`src/design/dbg_access_pkg.sv`:
```
package dbg_access_pkg;
    // ****************************************************************
    // register map of the access layer (byte offsets on the link)
    // ****************************************************************
    localparam logic [3:0] key_status_off          = 4'h7;
    localparam logic [3:0] system_reset_request_off = 4'h8;
    localparam logic [3:0] port_clock_control_off  = 4'h9;
    localparam logic [3:0] system_control_off      = 4'hA;
    localparam logic [3:0] system_status_off       = 4'hB;
    localparam logic [3:0] memory_check_status_off = 4'hC;

    // ****************************************************************
    // field positions and values
    // ****************************************************************
    localparam int key_chip_erase_bit   = 3;
    localparam int key_nvm_program_bit  = 4;
    localparam int key_user_row_bit     = 5;
    localparam int ctl_clock_req_bit    = 0;
    localparam int ctl_user_row_done_bit = 1;
    localparam int st_locked_bit        = 0;
    localparam int st_user_row_perm_bit = 2;
    localparam int st_nvm_perm_bit      = 3;
    localparam int st_asleep_bit        = 4;
    localparam int st_reset_active_bit  = 5;
    localparam logic [7:0] reset_signature     = 8'h59;
    localparam logic [1:0] clk_sel_reserved    = 2'h0;
    localparam logic [1:0] clk_sel_16mhz       = 2'h1;
    localparam logic [1:0] clk_sel_8mhz        = 2'h2;
    localparam logic [1:0] clk_sel_4mhz        = 2'h3;
    localparam logic [1:0] clk_sel_reset       = 2'h3;
    localparam logic [7:0] status_reset_value  = 8'h01;
    localparam logic [2:0] crc_off             = 3'h0;
    localparam logic [2:0] crc_busy            = 3'h1;
    localparam logic [2:0] crc_pass            = 3'h2;
    localparam logic [2:0] crc_fail            = 3'h4;

    // ****************************************************************
    // debugger-side apb registers (byte addresses)
    // ****************************************************************
    localparam logic [7:0] apb_cmd_off    = 8'h00;
    localparam logic [7:0] apb_wdata_off  = 8'h04;
    localparam logic [7:0] apb_rdata_off  = 8'h08;
    localparam logic [7:0] apb_status_off = 8'h0C;
    localparam int cmd_go_bit    = 8;
    localparam int cmd_write_bit = 9;
endpackage

```
`src/design/dbg_access_if.sv`:
```
`timescale 1ns/1ns
`default_nettype none
// register-access link between debugger and access layer
interface dbg_access_if;
    logic       req;
    logic       wr;
    logic [3:0] addr;
    logic [7:0] wdata;
    logic [7:0] rdata;
    logic       ack;
    modport device (input req, input wr, input addr, input wdata, output rdata, output ack);
    modport host   (output req, output wr, output addr, output wdata, input rdata, input ack);
endinterface
`default_nettype wire

```
`src/design/dbg_access_regs.sv`:
```
`timescale 1ns/1ns
`default_nettype none
// What this block does
// - programming key flag shown, self-clears when done
// - chip-erase key flag shown, self-clears when done
// - signature write asserts and holds system reset
// - any other value releases system reset
// - reset request reads bit0 active, rest zero
// - port logic stays out of system reset
// - clock select codes, default 4 MHz
// - debugger keeps 4 MHz unless top brown-out
// - done bit starts user row programming
// - done bit writable only with key
// - debugger writes done after data loaded
// - clock request bit requests system clock
// - clock request set on enable, cleared disable
// - reset-active status set in reset, read clears
// - asleep status mirrors system sleep
// - nvm permitted status; debugger resets after
// - user row permitted status; debugger writes done
// - lock status reads one while locked
// - crc status one-hot coded
// - disable restores 4 MHz clock select, clears keys, reset hold and clock request
module dbg_access_regs
    import dbg_access_pkg::*;
(
    input  wire logic  sys_clk,
    input  wire logic  srst,
    dbg_access_if.device link,
    input  wire logic  port_enable,
    input  wire logic  key_nvm_program,
    input  wire logic  key_chip_erase,
    input  wire logic  key_user_row,
    input  wire logic  nvm_program_done,
    input  wire logic  chip_erase_done,
    input  wire logic  system_in_reset,
    input  wire logic  system_in_sleep,
    input  wire logic  nvm_program_permitted,
    input  wire logic  user_row_program_permitted,
    input  wire logic  lock_bits_set,
    input  wire logic  crc_enabled,
    input  wire logic  crc_done,
    input  wire logic  crc_ok,
    output logic       system_reset_hold,
    output logic       system_clock_request,
    output logic [1:0] port_clock_select,
    output logic       user_row_done,
    output logic       user_row_key_flag,
    output logic       nvm_program_flag
);
    import dbg_access_pkg::*;

    logic       chip_erase_flag;
    logic       reset_active_reg;
    logic [7:0] status_reg;
    logic [2:0] crc_reg;
    logic       wr_hit;
    logic       rd_hit;
    logic [7:0] rdata_next;
    logic       port_enable_reg;

    // req stays high through the ack edge, so a request is taken once, on the edge before ack
    assign wr_hit = link.req & link.wr & ~link.ack;
    assign rd_hit = link.req & ~link.wr & ~link.ack;

    // ****************************************************************
    // key flags: set by decoder, cleared by disable; programming and chip-erase flags also by end of sequence
    // ****************************************************************
    always_ff @(posedge sys_clk) begin
        if (srst || !port_enable) begin
            nvm_program_flag  <= 1'b0;
            chip_erase_flag   <= 1'b0;
            user_row_key_flag <= 1'b0;
        end else begin
            // done wins over a key still asserted on the same edge
            if (nvm_program_done)
                nvm_program_flag <= 1'b0;
            else if (key_nvm_program)
                nvm_program_flag <= 1'b1;
            if (chip_erase_done)
                chip_erase_flag <= 1'b0;
            else if (key_chip_erase)
                chip_erase_flag <= 1'b1;
            if (key_user_row)
                user_row_key_flag <= 1'b1;
        end
    end

    // ****************************************************************
    // reset request; srst is the port's own reset, not the system's
    // ****************************************************************
    always_ff @(posedge sys_clk) begin
        if (srst || !port_enable) begin
            system_reset_hold <= 1'b0;
        end else if (wr_hit && link.addr == system_reset_request_off) begin
            // the hold drives an output and sets reset-active status; nothing here resets from it
            system_reset_hold <= (link.wdata == reset_signature);
        end
    end

    // ****************************************************************
    // port clock select and system control
    // ****************************************************************
    always_ff @(posedge sys_clk) begin
        if (srst || !port_enable) begin
            port_clock_select <= clk_sel_reset;
        end else if (wr_hit && link.addr == port_clock_control_off) begin
            port_clock_select <= link.wdata[1:0];
        end
    end

    always_ff @(posedge sys_clk) begin
        if (srst || !port_enable) begin
            system_clock_request <= 1'b0;
        end else if (wr_hit && link.addr == system_control_off) begin
            system_clock_request <= link.wdata[ctl_clock_req_bit];
        end else if (!port_enable_reg) begin
            system_clock_request <= 1'b1;
        end
    end

    // last cycle's enable; a fresh enable, after reset or a disable, raises the clock request once
    always_ff @(posedge sys_clk) begin
        if (srst) begin
            port_enable_reg <= 1'b0;
        end else begin
            port_enable_reg <= port_enable;
        end
    end

    // done is a one-cycle start pulse; without the key the done bit is dropped, the clock request bit is still written
    always_ff @(posedge sys_clk) begin
        if (srst) begin
            user_row_done <= 1'b0;
        end else begin
            user_row_done <= wr_hit && link.addr == system_control_off
                             && link.wdata[ctl_user_row_done_bit] && user_row_key_flag;
        end
    end

    // ****************************************************************
    // status: reset-active is sticky, a set beats the read clear
    // ****************************************************************
    always_ff @(posedge sys_clk) begin
        if (srst) begin
            reset_active_reg <= 1'b0;
        end else if (system_in_reset || system_reset_hold) begin
            reset_active_reg <= 1'b1;
        end else if (rd_hit && link.addr == system_status_off) begin
            reset_active_reg <= 1'b0;
        end
    end

    always_ff @(posedge sys_clk) begin
        if (srst) begin
            status_reg <= status_reset_value;
            crc_reg    <= crc_off;
        end else begin
            status_reg <= 8'h00;
            status_reg[st_reset_active_bit]  <= reset_active_reg;
            status_reg[st_asleep_bit]        <= system_in_sleep;
            status_reg[st_nvm_perm_bit]      <= nvm_program_permitted;
            status_reg[st_user_row_perm_bit] <= user_row_program_permitted;
            status_reg[st_locked_bit]        <= lock_bits_set;
            if (!crc_enabled)
                crc_reg <= crc_off;
            else if (!crc_done)
                crc_reg <= crc_busy;
            else
                crc_reg <= crc_ok ? crc_pass : crc_fail;
        end
    end

    // ****************************************************************
    // read mux; unmapped and reserved bits read zero
    // ****************************************************************
    always_comb begin
        rdata_next = 8'h00;
        unique case (link.addr)
            key_status_off: begin
                rdata_next[key_user_row_bit]    = user_row_key_flag;
                rdata_next[key_nvm_program_bit] = nvm_program_flag;
                rdata_next[key_chip_erase_bit]  = chip_erase_flag;
            end
            system_reset_request_off: rdata_next[0] = system_reset_hold;
            port_clock_control_off:   rdata_next[1:0] = port_clock_select;
            system_control_off:       rdata_next[ctl_clock_req_bit] = system_clock_request;
            system_status_off: begin
                rdata_next = status_reg;
                rdata_next[st_reset_active_bit] = reset_active_reg;
            end
            memory_check_status_off:  rdata_next[2:0] = crc_reg;
            default:                  rdata_next = 8'h00;
        endcase
    end

    // one-cycle answer to every request
    always_ff @(posedge sys_clk) begin
        if (srst) begin
            link.ack   <= 1'b0;
            link.rdata <= 8'h00;
        end else begin
            link.ack   <= link.req & ~link.ack;
            link.rdata <= rdata_next;
        end
    end
endmodule // dbg_access_regs
`default_nettype wire

```
`src/flat_wrapper.sv`:
```
// flat-port wrapper written by rule: the top's interface ports become plain ports
module dbg_access_regs_flat import dbg_access_pkg::*;
  (sys_clk, srst, port_enable, key_nvm_program, key_chip_erase, key_user_row, nvm_program_done, chip_erase_done, system_in_reset, system_in_sleep, nvm_program_permitted, user_row_program_permitted, lock_bits_set, crc_enabled, crc_done, crc_ok, system_reset_hold, system_clock_request, port_clock_select, user_row_done, user_row_key_flag, nvm_program_flag, link_req, link_wr, link_addr, link_wdata, link_rdata, link_ack);
  dbg_access_if link_i ();
  input  wire logic sys_clk;
  input  wire logic srst;
  input  wire logic port_enable;
  input  wire logic key_nvm_program;
  input  wire logic key_chip_erase;
  input  wire logic key_user_row;
  input  wire logic nvm_program_done;
  input  wire logic chip_erase_done;
  input  wire logic system_in_reset;
  input  wire logic system_in_sleep;
  input  wire logic nvm_program_permitted;
  input  wire logic user_row_program_permitted;
  input  wire logic lock_bits_set;
  input  wire logic crc_enabled;
  input  wire logic crc_done;
  input  wire logic crc_ok;
  output logic system_reset_hold;
  output logic system_clock_request;
  output logic [1:0] port_clock_select;
  output logic user_row_done;
  output logic user_row_key_flag;
  output logic nvm_program_flag;
  input wire logic [$bits(link_i.req)-1:0] link_req;
  input wire logic [$bits(link_i.wr)-1:0] link_wr;
  input wire logic [$bits(link_i.addr)-1:0] link_addr;
  input wire logic [$bits(link_i.wdata)-1:0] link_wdata;
  output wire logic [$bits(link_i.rdata)-1:0] link_rdata;
  output wire logic [$bits(link_i.ack)-1:0] link_ack;
  assign link_i.req = link_req;
  assign link_i.wr = link_wr;
  assign link_i.addr = link_addr;
  assign link_i.wdata = link_wdata;
  assign link_rdata = link_i.rdata;
  assign link_ack = link_i.ack;
  dbg_access_regs u_core (.sys_clk(sys_clk), .srst(srst), .link(link_i), .port_enable(port_enable), .key_nvm_program(key_nvm_program), .key_chip_erase(key_chip_erase), .key_user_row(key_user_row), .nvm_program_done(nvm_program_done), .chip_erase_done(chip_erase_done), .system_in_reset(system_in_reset), .system_in_sleep(system_in_sleep), .nvm_program_permitted(nvm_program_permitted), .user_row_program_permitted(user_row_program_permitted), .lock_bits_set(lock_bits_set), .crc_enabled(crc_enabled), .crc_done(crc_done), .crc_ok(crc_ok), .system_reset_hold(system_reset_hold), .system_clock_request(system_clock_request), .port_clock_select(port_clock_select), .user_row_done(user_row_done), .user_row_key_flag(user_row_key_flag), .nvm_program_flag(nvm_program_flag));
endmodule
```
`config.mk`:
```
export PLATFORM = sky130hd
export DESIGN_NAME = dbg_access_regs_flat
export DESIGN_NICKNAME = d
export VERILOG_FILES = /design/src/design/dbg_access_pkg.sv /design/src/design/dbg_access_if.sv /design/src/design/dbg_access_regs.sv /design/src/flat_wrapper.sv
export SDC_FILE = /design/constraint.sdc
export NUM_CORES = 1
export LEC_CHECK = 0
export ABC_AREA = 1
export BUFFER_PORTS_ARGS = -buffer_cell sky130_fd_sc_hd__buf_2
export CAP_MARGIN = 30
export CORE_MARGIN = 3
export CORE_UTILIZATION = 47
export CTS_CLUSTER_SIZE = 8
export DETAILED_ROUTE_END_ITERATION = 8
export PLACE_DENSITY = 0.82
export SKIP_LAST_GASP = 1
export SLEW_MARGIN = 10
export SYNTH_ARGS = -nofsm -noshare
export SYNTH_HDL_FRONTEND = slang
export SYNTH_SLANG_ARGS = --single-unit
export TNS_END_PERCENT = 50
```
`constraint.sdc`:
```
create_clock -name sys_clk -period 2.07 [get_ports sys_clk]
set_input_delay 0.414 -clock sys_clk [delete_from_list [all_inputs] [get_ports sys_clk]]
set_output_delay 0.414 -clock sys_clk [all_outputs]
set_load 0.01 [all_outputs]
```
## Yosys cells after proc, flatten, opt, wreduce, memory -nomap -nowiden

Index checks and enable logic that the tools add are counted.

| word-level totals | value |
|---|---|
| flip-flop bits (word level) | 29 |
| input port bits | 30 |
| output and inout port bits | 16 |
| logic and storage cells | 59 |

| cells by class | value |
|---|---|
| equality and inequality tests | 8 |
| muxes and demuxes | 10 |
| bitwise logic cells | 10 |
| reductions and logical operators | 15 |

Operators by type and width:

| kind | number |
|---|---|
| 4-bit equality test, second input constant | 5 |
| 8-bit by 7-bit equality test with 1-bit output, second input constant | 1 |
| 2-bit OR reduction | 4 |
| 1-bit logical AND | 6 |
| 3-bit case mux with 2 select lines | 1 |
| 1-bit AND | 5 |
| 1-bit two-way mux | 5 |
| 1-bit inverter | 5 |
| 1-bit case mux with 5 select lines | 1 |
| 4-bit by 3-bit equality test with 1-bit output, second input constant | 1 |
| 3-bit two-way mux | 1 |
| 1-bit case mux with 3 select lines | 1 |
| 3-bit OR reduction | 1 |
| 1-bit logical OR | 2 |
| 2-bit != test, second input constant | 1 |
| 1-bit case mux with 2 select lines | 1 |
| 2-bit nonzero test | 1 |
| 1-bit zero test | 1 |

## Longest topological paths before layout

| depth | value |
|---|---|
| depth after elaboration | 6 |
| depth in mapped cells | 7 |

## Worst setup path before layout

Ideal clock, no wire load.

| timing path | value |
|---|---|
| kind | input -> register |
| start | in link_req |
| end | reg u_core.port_clock_select[0] |
| arrival | 0.930 ns |
| data required time | 1.949 ns |
| slack | 1.019 ns |
| stages on the path | 7 |
| buffers on the path | 0 |
| path through | inv_1 nor2_1 nand2_1 nor2_2 inv_1 nand2_1 nand3_1 |

| between the ends | value |
|---|---|
| longest elaborated chain between the ends | 3 |

Ends and longest elaborated chain:

| what | RTL line | RTL |
|---|---|---|
| from (decl) | flat_wrapper.sv:27 | `input wire logic [$bits(link_i.req)-1:0] link_req;` |
| 1-bit AND (2 in series) | dbg_access_regs.sv:63 | `assign wr_hit = link.req & link.wr & ~link.ack;` |
| 1-bit logical AND | dbg_access_regs.sv:107 | `end else if (wr_hit && link.addr == port_clock_control_off) begin` |
| to (signal assigned) | dbg_access_regs.sv:106 | `port_clock_select <= clk_sel_reset;` |
| to (signal assigned) | dbg_access_regs.sv:108 | `port_clock_select <= link.wdata[1:0];` |
| to (decl) | dbg_access_regs.sv:46 | `output logic [1:0] port_clock_select,` |

Every way passes these cells.
A chain may end at the register's enable or synchronous reset.

## Worst setup path in the final report

| timing path | value |
|---|---|
| start | reg u_core.user_row_key_flag |
| end | out user_row_key_flag |

RTL lines:

| what | RTL line | RTL |
|---|---|---|
| from (decl) | dbg_access_regs.sv:48 | `output logic user_row_key_flag,` |
| from (signal assigned) | dbg_access_regs.sv:73 | `user_row_key_flag <= 1'b0;` |
| from (signal assigned) | dbg_access_regs.sv:85 | `user_row_key_flag <= 1'b1;` |
| to (decl) | flat_wrapper.sv:25 | `output logic user_row_key_flag;` |

No word-level cell between the ends.

==> impl_metrics.py <==
metrics = {
    "pwr": {
        "power_frac_seq": 0.537,
        "combPwrFrac": 0.095,
        "vdd_drop_max_v": 0.000406,
        "swShare": 0.212,
        "leakagePower_nw": 0.618,
        "clkPwrFrac": 0.368,
        "internal-power_uw": 709,
        "power_density_nw_per_um2": 745,
        "power.switching_uw": 191,
    },
    "sta": {
        "min_period_ns": 1.28,
        "period_share": 0.619,
        "hold_violations": 0,
        "max_freq_ghz": 0.780,
        "rsz0062_at_grt": "no",
        "hold_ws_ns": 0.247,
        "fin_tns_setup_ns": 0,
        "clock_skew_ns": 0.00198,
        "setup_viol": 0,
        "report.final.slew_viol_count": 0,
    },
    "placed_design": {
        "place_hpwl_mm": 1.61,
        "io_buffers": 43,
        "routabilityCongestion": 0.805,
    },
    "yosys": {
        "yosysTopAreaCellShare": 0.520,
        "ys_top_cells_by_area": "dfxtp_1 52%, nand2_1 13%, nor2_1 9.3%",
        "synth-edff-count": 0,
        "synth_seq_area_share": 0.520,
        "synth_commonest_cells": "31 x nand2_1, 24 x dfxtp_1, 23 x nor2_1",
        "avgSynthCellArea_um2": 7.34,
        "ys_warn_count": 0,
        "synth_flop_cell": "dfxtp_1",
        "synth.largest_area_cell": "dfxtp_1",
        "synth-seq-cells": 24,
        "post-synth-top-count-cell": "nand2_1",
        "synthArstFlopShare": 0,
        "synthCells": 126,
        "synth_cell_types": 17,
        "syn-cell-area_um2": 925,
    },
    "cells_and_area": {
        "layout.nets": 202,
        "antenna_cells": 0,
        "largest_register_ffs": 6,
        "drive_above_1_share": 0.304,
        "area_delta_synth_final_pct": 30.7,
    },
    "drt": {
        "viasPerCell": 4.60,
        "ant_nets": 0,
        "drt-initial-drc-count": 12,
        "routedWlPerCell_um": 10.1,
        "drc": 0,
        "vias": 902,
        "drt-total-wl_mm": 1.97,
        "dr.pass1.iters": 4,
    },
    "setup_path": {
        "regToRegSetupSlack_ns": 1.02,
        "path_cells": "buf_2",
        "critical_path.startpoint": "u_core.user_row_key_flag",
        "reg2regPathDepth": 6,
        "r2r-start": "u_core.link.ack",
        "cp.depth": 1,
        "critPathTopFamily": "flip-flops",
        "slowest_delay_ns": 0.41,
        "cp_slowest_cell": "dfxtp_1",
        "crit_buf_inv": 1,
        "required_ns": 1.66,
        "critPathKind": "register to output port",
        "endpoint": "user_row_key_flag",
        "crit_arrival_ns": 0.87,
        "crit_path_start_kind": "register",
        "cp_max_fo": 4,
        "crit_path_end_kind": "output port",
        "crit-reg2reg-capture": "u_core.port_clock_select[0]",
    },
    "clock_network": {
        "post_cts_buffers": 0,
        "clock_sinks": 24,
        "clockBufferDepth": 2,
        "insertion_delay_ns": 0.31,
        "ctsHoldBuffers": 0,
        "numCtsBuffers": 3,
        "cts-htree-levels": 1,
        "clk_pin_slew_worst_paths_ns": 0.13,
        "cts_tree": "yes",
        "cts_resized": 0,
        "root_buffer": "clkbuf_4",
    },
    "floorplanning": {
        "die_area_um2": 2540,
        "die_y_um": 50.4,
        "fp.dieW_um": 50.4,
        "initial_core_util": 0.519,
        "row_count": 15,
        "core_um2": 1780,
        "io_pins": 46,
    },
    "global_routing": {
        "grtUsageTotal": 0.169,
        "grt_pass1_vias": 856,
        "grt_pass1_wl_mm": 3.40,
        "grt_max_degree": 15,
        "gr-total-overflow": 0,
        "antenna_found_initial": 0,
    },
    "job": {
        "drv_cap": 0,
    },
    "min_path": {
        "min_path_type": "input pin to register",
    },
    "status": {
        "status": "completed",
    },
}
==> layout make-up <==
cell class | instances | area [um^2]
multi-input combinational | 86 | 377
clock buffer | 3 | 22.5
timing repair buffer | 43 | 215
tap | 25 | 31.3
fill | 154 | 574
sequential | 24 | 480
inverter | 14 | 52.6
clock inverter | 1 | 30.0
==> stage by stage <==
step | worst slack (ns) | cell area, um^2 | cells | utilization | total power [mW]
after CTS | 0.776 | 1210 | 196 | 0.678 | 0.906
after detailed placement | 0.767 | 1160 | 192 | 0.648 | 0.580
final | 0.788 | 1210 | 196 | 0.678 | 0.900
after global routing | 0.713 | 1210 | 196 | 0.678 | 0.938
after floorplan | 1.02 | 928 | 127 | - | 0.536
after global placement | 0.778 | 1160 | 192 | 0.648 | 0.577
==> worst min path at each step <==
stage | startpoint | depth (start not counted) | to | slack, ns
finish | chip_erase_done | 2 | u_core.chip_erase_flag | 0.25
global route | nvm_program_done | 2 | u_core.nvm_program_flag | 0.23
CTS | chip_erase_done | 2 | u_core.chip_erase_flag | 0.24
detailed placement | u_core.crc_reg[2] | 2 | u_core.link.rdata[2] | 0.44
global placement | u_core.crc_reg[2] | 2 | u_core.link.rdata[2] | 0.43
floorplan | u_core.crc_reg[2] | 2 | u_core.link.rdata[2] | 0.42
==> routing by layer <==
layer / vias up / share of wire / GRT usage
li1: 479 / - / -
met2: 34 / 0.49 / 0.296
met3: 2 / 0.064 / 0.0178
met4: 0 / 0.011 / 0.0673
met5: - / 0 / 0
met1: 387 / 0.44 / 0.212
==> power groups by stage <==
stage               sequential, mW  clock (mW)  combinational [mW]
finish                       0.484       0.331              0.0858
global route                 0.485       0.354              0.0986
CTS                          0.483       0.336              0.0862
detailed placement           0.494           0              0.0859
global placement             0.493           0              0.0836
floorplan                    0.495           0              0.0409
==> placed cells by master (no fill, tap or decap), drive strengths merged, types with 2 or more instances in the layout <==
cell type and n:
buf 43, nand2 31, nor2 25, dfxtp 24
inv 14, nor3 9, nand3 9, a21oi 6
clkbuf 3, nand4 2, conb 2
==> logic make-up after synthesis <==
logic type,after synthesis,synth area share
flip-flops,24,0.520
AND/OR/NAND/NOR,77,0.361
buffers and inverters,17,0.0771
AO/OA/AOI/OAI,7,0.0379
other,1,0.00406
Power figures use the tool's default switching activity.
